## src/hdl/mpo_pkg.sv

```systemverilog
// Purpose: Constants for the modem power-off sequencer
// Assumes: 125 MHz clock
// Notes: Long counts are parameters of the top module
package mpo_pkg;
   localparam int unsigned CLK_HZ = 125000000;
   // Hold times in milliseconds
   localparam int unsigned OFF_HOLD_MS = 2000;
   localparam int unsigned ON_HOLD_MS = 5000;
   localparam int unsigned EMERG_HOLD_MS = 200;
   localparam longint unsigned OFF_HOLD_CYC =
      (longint'(OFF_HOLD_MS) * CLK_HZ + 999) / 1000;
   localparam longint unsigned ON_HOLD_CYC =
      (longint'(ON_HOLD_MS) * CLK_HZ + 999) / 1000;
   localparam longint unsigned EMERG_HOLD_CYC =
      (longint'(EMERG_HOLD_MS) * CLK_HZ + 999) / 1000;
   localparam int CNT_W = 30;
   localparam int DETACH_W = 16;
   localparam logic [DETACH_W-1:0] DETACH_TMO_CYC = 16'hffff;
   typedef enum logic [4:0] {
      ST_OFF = 5'h01,
      ST_ON = 5'h02,
      ST_DETACH = 5'h04,
      ST_WAIT_REL = 5'h08,
      ST_WAIT_ON_REL = 5'h10
   } mpo_state_t;
endpackage

```

## src/hdl/mpo_sequencer.sv

```systemverilog
// Purpose: Power-on and power-off sequencing of a cellular modem
// Assumes: Inputs synchronous to clk; key and emergency lines active low
// Notes: Detach handshake goes to the protocol stack outside this block
// How it works
// - Shutdown command or long key press
// - Detach request precedes orderly power-down
// - Key shutdown starts after key release
// - Power-good low once off
// - Qualified emergency pulse always ends off
// - Emergency path sends no detach
// - Power-good high after power-on
`timescale 1ns/100ps
module mpo_sequencer #(
   parameter logic [mpo_pkg::CNT_W-1:0] OFF_HOLD =
      mpo_pkg::CNT_W'(mpo_pkg::OFF_HOLD_CYC),
   parameter logic [mpo_pkg::CNT_W-1:0] ON_HOLD =
      mpo_pkg::CNT_W'(mpo_pkg::ON_HOLD_CYC),
   parameter logic [mpo_pkg::CNT_W-1:0] EMERG_HOLD =
      mpo_pkg::CNT_W'(mpo_pkg::EMERG_HOLD_CYC)
) (
   input wire logic clk, // 125 MHz clock
   input wire logic rst_b, // Async reset, active low
   input wire logic power_key_n, // Power key, active low
   input wire logic emergency_off_n, // Emergency off, active low
   input wire logic shutdown_command, // Software shutdown pulse
   input wire logic detach_done, // Network detach finished pulse
   output logic power_good_out, // High while powered on
   output logic detach_req // Detach request level
);
   // ******************************
   // Hold counters and detach timeout counter
   // ******************************
   mpo_pkg::mpo_state_t state_ff, nxt_state;
   logic [mpo_pkg::CNT_W-1:0] key_cnt_ff, emg_cnt_ff;
   logic [mpo_pkg::DETACH_W-1:0] det_cnt_ff;
   logic emg_armed_ff;
   wire key_low = ~power_key_n;
   wire off_held = key_cnt_ff >= OFF_HOLD;
   wire on_held = key_cnt_ff >= ON_HOLD;
   wire emg_fire = emg_armed_ff & emergency_off_n;
   wire det_end = detach_done | (det_cnt_ff == mpo_pkg::DETACH_TMO_CYC);

   always_ff @(posedge clk or negedge rst_b) begin
      if (!rst_b) begin
         key_cnt_ff <= '0;
      end else if (!key_low) begin
         key_cnt_ff <= '0;
      end else if (!on_held) begin
         key_cnt_ff <= key_cnt_ff + 1'b1;
      end
   end

   // Qualify emergency pulse; act on release
   always_ff @(posedge clk or negedge rst_b) begin
      if (!rst_b) begin
         emg_cnt_ff <= '0;
         emg_armed_ff <= 1'b0;
      end else if (emergency_off_n) begin
         emg_cnt_ff <= '0;
         emg_armed_ff <= 1'b0;
      end else begin
         if (emg_cnt_ff < EMERG_HOLD) begin
            emg_cnt_ff <= emg_cnt_ff + 1'b1;
         end
         emg_armed_ff <= (emg_cnt_ff + 1'b1) >= EMERG_HOLD;
      end
   end

   always_ff @(posedge clk or negedge rst_b) begin
      if (!rst_b) begin
         det_cnt_ff <= '0;
      end else if (state_ff != mpo_pkg::ST_DETACH) begin
         det_cnt_ff <= '0;
      end else begin
         det_cnt_ff <= det_cnt_ff + 1'b1;
      end
   end

   // ******************************
   // Sequencer
   // ******************************
   always_comb begin
      nxt_state = state_ff;
      case (state_ff)
         mpo_pkg::ST_OFF: begin
            if (on_held) begin
               nxt_state = mpo_pkg::ST_WAIT_ON_REL;
            end
         end
         mpo_pkg::ST_WAIT_ON_REL: begin
            if (!key_low) begin
               nxt_state = mpo_pkg::ST_ON;
            end
         end
         mpo_pkg::ST_ON: begin
            if (shutdown_command) begin
               nxt_state = mpo_pkg::ST_DETACH;
            end else if (off_held) begin
               nxt_state = mpo_pkg::ST_WAIT_REL;
            end
         end
         mpo_pkg::ST_WAIT_REL: begin
            if (!key_low) begin
               nxt_state = mpo_pkg::ST_DETACH;
            end
         end
         mpo_pkg::ST_DETACH: begin
            if (det_end) begin
               nxt_state = mpo_pkg::ST_OFF;
            end
         end
         default: nxt_state = mpo_pkg::ST_OFF;
      endcase
      if (emg_fire) begin
         nxt_state = mpo_pkg::ST_OFF;
      end
   end

   // Power-good level shown in each state
   function automatic logic pg_of(input mpo_pkg::mpo_state_t s);
      return (s == mpo_pkg::ST_ON) | (s == mpo_pkg::ST_WAIT_REL) |
         (s == mpo_pkg::ST_DETACH);
   endfunction

   wire nxt_pg = pg_of(nxt_state);
   wire nxt_det = (nxt_state == mpo_pkg::ST_DETACH);

   always_ff @(posedge clk or negedge rst_b) begin
      if (!rst_b) begin
         state_ff <= mpo_pkg::ST_OFF;
         power_good_out <= 1'b0;
         detach_req <= 1'b0;
      end else begin
         state_ff <= nxt_state;
         power_good_out <= nxt_pg;
         detach_req <= nxt_det;
      end
   end

   // ******************************
   // Checks
   // ******************************
   a_off_pg_low: assert property (@(posedge clk) disable iff (!rst_b)
      state_ff == mpo_pkg::ST_OFF |-> !power_good_out)
      else $error("power good high while off");
   a_on_pg_high: assert property (@(posedge clk) disable iff (!rst_b)
      state_ff == mpo_pkg::ST_ON |-> power_good_out)
      else $error("power good low while on");
   a_emerg_off: assert property (@(posedge clk) disable iff (!rst_b)
      emg_fire |=> state_ff == mpo_pkg::ST_OFF && !power_good_out)
      else $error("emergency release did not power off");
   a_emerg_nodet: assert property (@(posedge clk) disable iff (!rst_b)
      emg_fire |=> !detach_req)
      else $error("detach raised on emergency path");
   a_detach_first: assert property (@(posedge clk) disable iff (!rst_b)
      $fell(power_good_out) && !$past(emg_fire) |-> $past(detach_req))
      else $error("orderly off without detach");
   a_key_held: assert property (@(posedge clk) disable iff (!rst_b)
      state_ff == mpo_pkg::ST_WAIT_REL && key_low && !emg_fire
      |=> !detach_req)
      else $error("shutdown began with key held");
   a_cmd_detach: assert property (@(posedge clk) disable iff (!rst_b)
      state_ff == mpo_pkg::ST_ON && shutdown_command && !emg_fire
      |=> detach_req)
      else $error("command did not start detach");

   // ******************************
   // Transition checks
   // ******************************
   a_key_release: assert property (@(posedge clk) disable iff (!rst_b)
      state_ff == mpo_pkg::ST_WAIT_REL && !key_low && !emg_fire
      |=> detach_req)
      else $error("key release did not start detach");
   a_short_key: assert property (@(posedge clk) disable iff (!rst_b)
      state_ff == mpo_pkg::ST_ON && key_low && !off_held
      && !shutdown_command && !emg_fire |=> !detach_req)
      else $error("short key press began shutdown");
   a_key_on: assert property (@(posedge clk) disable iff (!rst_b)
      state_ff == mpo_pkg::ST_WAIT_ON_REL && !key_low && !emg_fire
      |=> power_good_out)
      else $error("key release did not power on");
   a_pg_rise: assert property (@(posedge clk) disable iff (!rst_b)
      $rose(power_good_out) |-> $past(state_ff) == mpo_pkg::ST_WAIT_ON_REL)
      else $error("power good rose outside power-on");

   a_detach_end: assert property (@(posedge clk) disable iff (!rst_b)
      state_ff == mpo_pkg::ST_DETACH && detach_done && !emg_fire
      |=> !power_good_out && !detach_req)
      else $error("detach done did not power off");
   a_detach_tmo: assert property (@(posedge clk) disable iff (!rst_b)
      state_ff == mpo_pkg::ST_DETACH &&
      det_cnt_ff == mpo_pkg::DETACH_TMO_CYC |=> state_ff == mpo_pkg::ST_OFF)
      else $error("detach timeout did not power off");
   a_done_ignored: assert property (@(posedge clk) disable iff (!rst_b)
      state_ff == mpo_pkg::ST_ON && detach_done && !shutdown_command
      && !off_held && !emg_fire |=> state_ff == mpo_pkg::ST_ON)
      else $error("detach done acted outside detach");
   a_det_source: assert property (@(posedge clk) disable iff (!rst_b)
      $rose(detach_req) |-> $past(state_ff) == mpo_pkg::ST_ON ||
      $past(state_ff) == mpo_pkg::ST_WAIT_REL)
      else $error("detach started outside an orderly request");

   a_off_stays: assert property (@(posedge clk) disable iff (!rst_b)
      state_ff == mpo_pkg::ST_OFF && !on_held
      |=> !power_good_out && !detach_req)
      else $error("left off state without key hold");
   a_emerg_wait: assert property (@(posedge clk) disable iff (!rst_b)
      state_ff == mpo_pkg::ST_ON && !emergency_off_n && !shutdown_command
      && !off_held |=> state_ff == mpo_pkg::ST_ON)
      else $error("emergency acted before release");
   a_emerg_short: assert property (@(posedge clk) disable iff (!rst_b)
      state_ff == mpo_pkg::ST_ON && emergency_off_n && !emg_armed_ff
      && !shutdown_command && !off_held |=> state_ff == mpo_pkg::ST_ON)
      else $error("unqualified emergency pulse acted");
endmodule

```

## config.mk

```make
export PLATFORM = sky130hd
export DESIGN_NAME = mpo_sequencer
export DESIGN_NICKNAME = d
export VERILOG_FILES = /design/src/hdl/mpo_pkg.sv /design/src/hdl/mpo_sequencer.sv
export SDC_FILE = /design/constraint.sdc
export NUM_CORES = 1
export LEC_CHECK = 0
export BUFFER_PORTS_ARGS = -buffer_cell sky130_fd_sc_hd__buf_4
export CORE_AREA = 2 2 130 132
export CTS_BUF_LIST = sky130_fd_sc_hd__clkbuf_8
export DETAILED_ROUTE_END_ITERATION = 10
export DIE_AREA = 0 0 132 134
export GPL_TIMING_DRIVEN = 0
export HOLD_SLACK_MARGIN = 0.03
export PLACE_DENSITY_LB_ADDON = 0.25
export SLEW_MARGIN = 20
export SYNTH_ARGS = -nofsm -noshare
export SYNTH_HDL_FRONTEND = slang
export SYNTH_SLANG_ARGS = --single-unit
export TNS_END_PERCENT = 1
```

## constraint.sdc

```tcl
create_clock -name clk -period 2.4 [get_ports clk]
set_clock_uncertainty 0.2 [all_clocks]
set_input_delay 0.24 -clock clk [delete_from_list [all_inputs] [get_ports clk]]
set_output_delay 0.24 -clock clk [all_outputs]
set_load 0.01 [all_outputs]
```

After elaboration in Yosys (flattened, before gate mapping). Index checks and enable logic that the tools add are counted.

Flip-flop bits (word level): 84. Output and inout port bits: 2. Word-level logic and storage cells: 44.

Add/sub/neg operators: 3. Magnitude comparators: 4. Equality and inequality tests: 11. Mux-type cells: 14. Bitwise operators: 4. Reductions and logical operators: 1.

Operators by type and width (count): $mux 30 (4); $add 30x1->30 const B (2); $mux 5 (7); $ge 30x25->1 const B (1); $ge 30x28->1 const B (1); $ge 30x30->1 const B (1); $lt 30x25->1 const B (1); $pmux 5 s5 (1); $add 16x1->16 const B (1); $eq 16x16->1 const B (1); $mux 16 (1); $eq 5x2->1 const B (2); $eq 5x3->1 const B (2); $eq 5x4->1 const B (2); $eq 5x1->1 const B (1); $eq 5x5->1 const B (1); $ne 5x3->1 const B (1); $or 1x1->1 (3); $ne 2x2->1 const B (1); $reduce_bool 2->1 (1); $and 1x1->1 (1); $mux 1 (1).

Depth between registers and ports, before layout. Gate-level depths: netlist (run 1).

Depth after elaboration: 8. Depth in mapped cells: 10. Gate-level depth less buffers: 8.

Least setup slack after synthesis (run 1). OpenSTA, ideal clock, no wires.

Path type: register to register. Start: register emg_cnt_ff[0] (netlist bit). End: register emg_armed_ff. Library setup time: 0.090 ns. Arrival time: 2.182 ns. Setup slack: -0.071 ns. Stages on the path, launching flop included: 11. Buffers on the path: 2. Period minus slack after synthesis: 2.471 ns. Path through: dfrtp_1 -> ha_1 -> and3_1 -> clkbuf_1 -> and4_1 -> clkbuf_1 -> nand4_1 -> xor2_1 -> a2111oi_0 -> o211ai_1 -> o2111ai_1.

Longest elaborated chain between the ends: 3.

RTL lines: from (decl) (line mpo_sequencer.sv:34) `logic [mpo_pkg::CNT_W-1:0] key_cnt_ff, emg_cnt_ff;`; from (signal assigned) (line mpo_sequencer.sv:63) `emg_cnt_ff <= emg_cnt_ff + 1'b1;`; $add 30x1->30 (line mpo_sequencer.sv:65) `emg_armed_ff <= (emg_cnt_ff + 1'b1) >= EMERG_HOLD;`; $ge 30x25->1 (line mpo_sequencer.sv:65); $mux 1 (line mpo_sequencer.sv:58) `end else if (emergency_off_n) begin`; to (signal assigned) (line mpo_sequencer.sv:57) `emg_armed_ff <= 1'b0;`; to (signal assigned) (line mpo_sequencer.sv:60) `emg_armed_ff <= 1'b0;`; to (signal assigned) (line mpo_sequencer.sv:65); to (decl) (line mpo_sequencer.sv:36) `logic emg_armed_ff;`.

Every way passes these cells. A chain may end at the register's enable or synchronous reset.

Worst setup path after layout (run 1).
Start: register emg_cnt_ff[1] (netlist bit). End: register emg_armed_ff.

Same word-level chain as after synthesis.

==> qor.csv, run 1 <==
stage,metric,value,unit
outcome,status,finished with violations,
outcome,violations,negative setup slack,
final_layout,drive_above_1_share,0.168,
detailed_routing,wl_per_cell,13.4,um
timing,period_needed,2530,ps
synth,yosysUniqueCellTypes,57,
floorplan,dieHeight,134,um
worst_setup_path,path_buf_inv,2,
synth,ys_seq_area_frac,0.437,
worst_setup_path,path_cells,buf_6 > and4_4 > nand2_4 > or4_4 > buf_6 > or3_4 > o21ai_2 > o2111ai_2,
detailed_routing,drt_iter0_markers,173,
global_route,grtUsageTotal,0.129,
timing,fmax,395,MHz
detailed_routing,ant_nets,0,
min_path,hold_path.class,primary input to flop,
pwr,peakVddDrop,0.290,mV
pwr,p_sw_frac,0.220,
floorplan,die_x,132,um
worst_setup_path,arrival,2560,ps
clock_tree,cts_max_path_buffers,2,
clock_tree,clk_pin_slew,80,ps
detailed_routing,drc_errors,0,
worst_setup_path,startpoint_type,flop,
worst_setup_path,worst-path-max-fanout,6,
detailed_routing,wl,10900,um
synth,synth_area_per_cell,8.80,sq um
timing,grt_setup_unrepaired,yes,
clock_tree,tritoncts,built,
clock_tree,root_buffer,clkbuf_8,
worst_setup_path,crit_family,simple AND/OR/NAND/NOR gates,
timing,slew_headroom,0.486,
worst_setup_path,cpPeakStageDelay,540,ps
detailed_routing,via_count,3969,
clock_tree,cts_buffers,9,
synth,syn_nets,558,
synth,synth_cells,547,
floorplan,initial_core_util,0.296,
synth,synth_ff_type,dfrtp_1,
pwr,internal_power,2140,uW
pwr,pwr-share-clk,0.441,
global_route,grt_max_degree,85,
synth,synth_seq_cells,84,
pwr,finalPower,2740,uW
timing,finalCritPeriodShare,1.05,
worst_setup_path,path_common_cell,buf_6,
final_layout,final_cell_count_no_fill,808,
global_route,overflow,0,
place,dp_cells,772,
job,maxCapViolations,0,
place,pre_cts_slack,-375,ps
synth,yosysWarnings,0,
pwr,p_switching,602,uW
timing,hold_slack,141,ps
place,routabilityCongestion,0.862,
floorplan,ios,8,
timing,drv_slew,0,
synth,syn-cell-area,4820,sq um
worst_setup_path,crit_slowest_cell,or4_4,
detailed_routing,drtPass1Iterations,4,
clock_tree,clkLatencyLatePin,370,ps
floorplan,die_area,17700,sq um
global_route,grt_pass1_wl,18800,um
detailed_routing,vias_per_cell,4.91,
final_layout,antennaDiodeCount,0,
synth,async_flop_share,1.00,
worst_setup_path,cp.required,2440,ps
timing,finalHoldViolCount,0,
floorplan,row_count,47,
final_layout,final_nets,594,
synth,synth_edf_count,0,
pwr,leakage,0.00233,uW
floorplan,core,16300,sq um
final_layout,ff_latch_area,2110,sq um
place,post-dp-hpwl,7100,um
worst_setup_path,endpoint_kind,flop,
timing,worst_slew_pin_slew,771,ps
pwr,comb_power_share,0.036,
global_route,grt_pass1_vias,3998,
clock_tree,clock-sinks,84,
final_layout,multi_input_area,2720,sq um
worst_setup_path,path_class,flop to flop,
final_layout,area_growth,19.7,%
pwr,p_per_area,475,nW/um^2
pwr,seqPwrFrac,0.524,
global_route,antenna_found_initial,0,
timing,layout_setup_ws,-129,ps
timing,setup_viol,5,
final_layout,nFillCells,1670,
clock_tree,htreeDepth,3,
place,io_buffers,5,
-- worst min-delay path, stage by stage --
cell	delay [ps]
buf_4	80
a31oi_1	50
nor2_1	100
o22a_1	130
or2_2	100
-- registers in the layout (all words and copies together), names as in the netlist --
signal	flops
det_cnt_ff	16
emg_armed_ff	1
power_good_out	1
state_ff	5
detach_req	1
emg_cnt_ff	30
key_cnt_ff	30
-- layout make-up --
type / count / area share
well taps: 220 / 0.0477
multi-input cells: 422 / 0.471
clock inverters: 7 / 0.0187
plain buffers: 30 / 0.0304
inverters: 9 / 0.00586
clock buffers: 9 / 0.0215
repair buffers: 27 / 0.0386
flip-flops and latches: 84 / 0.366
-- through the flow --
stage | TNS, ps | utilization | instance area (sq um)
final | -155 | 0.354 | 5770
after floorplan | 0 | - | 4820
after detailed placement | -12410 | 0.315 | 5130
after CTS | -286 | 0.344 | 5610
after global routing | -3120 | 0.354 | 5770
after global placement | -11420 | 0.315 | 5130
-- cells in the mapped netlist, types with 2 or more instances --
library cell,count,area (sq um)
a2111oi_0,2,17.5
a211oi_1,3,22.5
a21o_1,2,15.0
a21oi_1,16,80.1
a31oi_1,5,31.3
and2_1,5,31.3
and3_1,15,93.8
and4_1,5,43.8
buf_1,2,7.51
buf_2,5,25.0
buf_4,3,22.5
clkbuf_1,21,78.8
dfrtp_1,83,2080
ha_1,5,62.6
inv_1,9,33.8
nand2_1,53,199
nand2b_1,2,12.5
nand3_1,27,135
nand3b_1,2,15.0
nand4_1,14,87.6
nand4b_1,4,35.0
nor2_1,92,345
nor2b_1,6,37.5
nor3_1,22,110
nor3b_1,4,30.0
nor4_1,14,87.6
nor4_2,2,25.0
nor4b_1,2,17.5
o21ai_0,11,55.1
o21ai_1,2,10.0
o21bai_1,4,30.0
or2_2,5,31.3
or3_1,4,25.0
or4_1,3,22.5
or4b_2,2,20.0
xnor2_1,39,342
xor2_1,32,280
-- cell families after synthesis --
logic type / after synthesis / synth area share
AOI/OAI and AO/OA: 60 / 0.0852
xor gates and xnor gates: 71 / 0.129
adders and majority gates: 5 / 0.0130
buffers and inverters: 41 / 0.0359
DFF: 84 / 0.437
and+or+nand+nor: 286 / 0.300
-- path summary, 6_finish.rpt --
check | cells past startpoint | slack, ps | from | end
max reg2reg | 8 | -130 | emg_cnt_ff[1]$_DFFE_PN0P_ | emg_armed_ff$_DFF_PN0_
min | 5 | 140 | detach_done | state_ff[0]$_DFF_PN1_
max | 8 | -130 | emg_cnt_ff[1]$_DFFE_PN0P_ | emg_armed_ff$_DFF_PN0_
max in group asynchronous | 2 | 1140 | rst_b | key_cnt_ff[11]$_DFFE_PN0P_
min in group asynchronous | 2 | 250 | rst_b | key_cnt_ff[22]$_DFFE_PN0P_
min reg2reg | 1 | 270 | det_cnt_ff[0]$_DFF_PN0_ | det_cnt_ff[0]$_DFF_PN0_
-- routing by layer --
layer  up-vias  share of wire  GRT usage
met3        15          0.033     0.0299
met2        50           0.47      0.209
met5         -              0          0
met4         0          0.018     0.0531
met1      1945           0.48      0.168
li1       1959              -          -
-- repair_timing --
action	4_1_cts	5_1_grt
pin swaps	7	22
resized for setup	29	40
setup buffers	14	4
hold buffers	2	0
endpoints found under the setup margin	47	65
cloned	1	1
endpoints found under the hold margin	84	0
-- cell usage in the layout, fill, tap and decap left out, types with 4 or more instances in the layout --
master    instances
clkbuf_8          9
a21oi_1          16
o21bai_1          4
buf_4            22
xor2_1           32
and2_1            5
a31oi_1           5
nor3b_1           4
o21ai_0           9
buf_6            11
xnor2_1          39
inv_1            11
nor4_1           14
nand3_1          27
dfrtp_1          76
nand4b_1          4
nor2_1           91
nand4_1          14
and3_1           13
clkbuf_1         16
buf_2             4
nor3_1           18
nor2b_1           6
nand2_1          49
dfrtp_2           7
ha_1              4
-- power by group through the flow --
stage | Clock (uW) | Sequential [uW] | Combinational, uW
6_report | 1210 | 1430 | 97.8
5_1_grt | 1320 | 1430 | 114
2_1_floorplan | 0 | 1460 | 35.3
3_3_place_gp | 0 | 1460 | 79.2
3_5_place_dp | 0 | 1460 | 80.6
4_1_cts | 1250 | 1430 | 96.8
Note: power is estimated with default switching activity, not from simulation.
==> run 2: changes to the inputs <==
CELL_PAD_IN_SITES_DETAIL_PLACEMENT = 1   (was default)
CELL_PAD_IN_SITES_GLOBAL_PLACEMENT = 1   (was default)
SKIP_CTS_REPAIR_TIMING = 1   (was default)
==> qor.csv, run 2 (synthesis gave the netlist of run 1 again) <==
stage,metric,value,unit,change
outcome,status,finished with violations,,unchanged
outcome,violations,negative setup slack,,unchanged
timing,layout_setup_ws,-144,ps,was -129 ps
pwr,p_per_area,441,nW/um^2,was 475 nW/um^2
final_layout,final_nets,589,,was 594
min_path,holdPathEnd,state_ff[0]$_DFF_PN1_,,unchanged
pwr,p_sw_frac,0.255,,was 0.220
timing,fmax,393,MHz,was 395 MHz
floorplan,ios,8,,unchanged
final_layout,area_growth,16.9,%,was 19.7%
global_route,grt_pass1_vias,4104,,was 3998
job,maxCapViolations,0,,unchanged
clock_tree,root_buffer,clkbuf_8,,unchanged
detailed_routing,drtPass1Iterations,4,,unchanged
worst_setup_path,path_cells,nand4b_1 > o311a_1 > o41ai_2 > nand2_2 > a41o_1 > o22a_1 > or2_2,,was buf_6 > and4_4 > nand2_4 > or4_4 > buf_6 > or3_4 > o21ai_2 > o2111ai_2
timing,slew_headroom,0.483,,was 0.486
min_path,hold_depth,5,,unchanged
detailed_routing,via_count,3958,,was 3969
pwr,internal_power,1850,uW,was 2140 uW
detailed_routing,wl,11900,um,was 10900 um
timing,drv_slew,0,,unchanged
detailed_routing,ant_nets,0,,unchanged
place,post-dp-hpwl,8070,um,was 7100 um
floorplan,die_area,17700,sq um,unchanged
pwr,leakage,0.00221,uW,was 0.00233 uW
worst_setup_path,endpoint_kind,flop,,unchanged
worst_setup_path,ff2ff_path_depth,7,,was 8
pwr,pwr-share-clk,0.386,,was 0.441
worst_setup_path,arrival,2660,ps,was 2560 ps
final_layout,drive_above_1_share,0.156,,was 0.168
detailed_routing,drc_errors,0,,unchanged
place,routabilityCongestion,0.800,,was 0.862
final_layout,mostFrequentLayoutCell,nor2_1,,unchanged
detailed_routing,wl_per_cell,14.8,um,was 13.4 um
place,io_buffers,5,,unchanged
floorplan,initial_core_util,0.296,,unchanged
clock_tree,clkLatencyLatePin,390,ps,was 370 ps
floorplan,die_x,132,um,unchanged
clock_tree,cts_max_path_buffers,2,,unchanged
global_route,overflow,0,,unchanged
clock_tree,cts_buffers,9,,unchanged
timing,setup_viol,25,,was 5
global_route,grtUsageTotal,0.141,,was 0.129
min_path,min_from,detach_done,,unchanged
timing,grt_setup_unrepaired,yes,,unchanged
final_layout,biggestRegsByFlops,"emg_cnt_ff: 30 flops, key_cnt_ff: 30 flops, det_cnt_ff: 16 flops",,unchanged
clock_tree,clock-sinks,84,,unchanged
worst_setup_path,path_class,flop to flop,,unchanged
global_route,grt_pass1_wl,20400,um,was 18800 um
final_layout,final_cell_mix,"nor2_1 (91), dfrtp_1 (77), nand2_1 (51), xnor2_1 (39), xor2_1 (32)",,"was nor2_1 (91), dfrtp_1 (76), nand2_1 (49), xnor2_1 (39), xor2_1 (32)"
clock_tree,tritoncts,built,,unchanged
pwr,seqPwrFrac,0.578,,was 0.524
pwr,peakVddDrop,0.250,mV,was 0.290 mV
timing,worst_slew_pin_slew,776,ps,was 771 ps
timing,finalHoldViolCount,0,,unchanged
worst_setup_path,reg2reg_slack,-140,ps,was -130 ps
final_layout,final_cell_count_no_fill,803,,was 808
detailed_routing,drt_iter0_markers,110,,was 173
pwr,comb_power_share,0.036,,about the same
clock_tree,clk_pin_slew,100,ps,was 80 ps
place,placed_cell_area,5130,sq um,unchanged
timing,finalCritPeriodShare,1.06,,was 1.05
place,dp_cells,772,,unchanged
worst_setup_path,crit_slowest_cell,dfrtp_1,,was or4_4
floorplan,dieHeight,134,um,unchanged
global_route,grt_max_degree,85,,unchanged
worst_setup_path,cpPeakStageDelay,480,ps,was 540 ps
detailed_routing,vias_per_cell,4.93,,was 4.91
worst_setup_path,cp.required,2520,ps,was 2440 ps
pwr,p_switching,634,uW,was 602 uW
worst_setup_path,startpoint_type,flop,,unchanged
timing,hold_slack,166,ps,was 141 ps
final_layout,stdcell_area,5630,sq um,was 5770 sq um
min_path,hold_path.class,primary input to flop,,unchanged
worst_setup_path,worst-path-max-fanout,6,,unchanged
timing,period_needed,2540,ps,was 2530 ps
worst_setup_path,r2r-start,key_cnt_ff[14]$_DFFE_PN0P_,,was emg_cnt_ff[1]$_DFFE_PN0P_
worst_setup_path,r2r-end,state_ff[0]$_DFF_PN1_,,was emg_armed_ff$_DFF_PN0_
global_route,antenna_found_initial,0,,unchanged
floorplan,core,16300,sq um,unchanged
clock_tree,htreeDepth,3,,unchanged
floorplan,row_count,47,,unchanged
final_layout,antennaDiodeCount,0,,unchanged
run 2: changes by cell type in the layout (fill, tap and decap cells not counted), sizes merged:
cell,change
buf,-6
bufinv,-3
clkinvlp,+3
clkbuf,+2
clkinv,-1
run 2: routing by layer:
metal | up-vias | GRT usage | routed length [um]
li1 | 1953 | - | -
met1 | 1956 | 0.188 | 5800
met2 | 35 | 0.230 | 5520
met3 | 14 | 0.0363 | 366
met4 | 0 | 0.0368 | 161
met5 | - | 0 | 0
run 2: final cells by class:
class / count / area, sq um
plain buffers: 30 / 170
fillers: 1940 / 10700
multi-input cells: 422 / 2690
repair buffers: 22 / 174
clock buffers: 10 / 138
inverters: 9 / 33.8
clock inverters: 6 / 40.0
flip-flops and latches: 84 / 2110
well taps: 220 / 275
run 2: worst max path at each step:
stage / cells past startpoint / slack, ps / to / from
2_1_floorplan: 9 / 3 / emg_cnt_ff[12]$_DFFE_PN0P_ / emg_cnt_ff[19]$_DFFE_PN0P_
3_3_place_gp: 9 / -400 / emg_cnt_ff[7]$_DFFE_PN0P_ / emg_cnt_ff[19]$_DFFE_PN0P_
3_5_place_dp: 9 / -430 / emg_cnt_ff[18]$_DFFE_PN0P_ / emg_cnt_ff[19]$_DFFE_PN0P_
4_1_cts: 9 / -460 / emg_cnt_ff[18]$_DFFE_PN0P_ / emg_cnt_ff[19]$_DFFE_PN0P_
5_1_grt: 9 / -240 / emg_armed_ff$_DFF_PN0_ / emg_cnt_ff[1]$_DFFE_PN0P_
6_report: 7 / -140 / state_ff[0]$_DFF_PN1_ / key_cnt_ff[14]$_DFFE_PN0P_
run 2: critical path: cells and delay by family, from the launching register on:
kind | cells | cell delay (ps)
compound gates | 4 | 1170
flops | 1 | 480
simple gates | 3 | 620
run 2: stage by stage:
step,utilization,setup WS [ps],total power [uW],setup TNS (ps)
2_1_floorplan,-,3.34,1490,0
3_3_place_gp,0.315,-401,1540,-13330
3_5_place_dp,0.315,-434,1550,-14690
4_1_cts,0.326,-460,2530,-15750
5_1_grt,0.346,-237,2600,-5320
6_report,0.346,-144,2480,-702
run 2: power groups by stage:
stage          clock [uW]  combinational [uW]  sequential [uW]
4_1_cts              1010                84.2             1430
5_1_grt              1060                 103             1440
3_3_place_gp            0                80.7             1460
2_1_floorplan           0                35.3             1460
3_5_place_dp            0                83.7             1460
6_report              959                88.7             1440
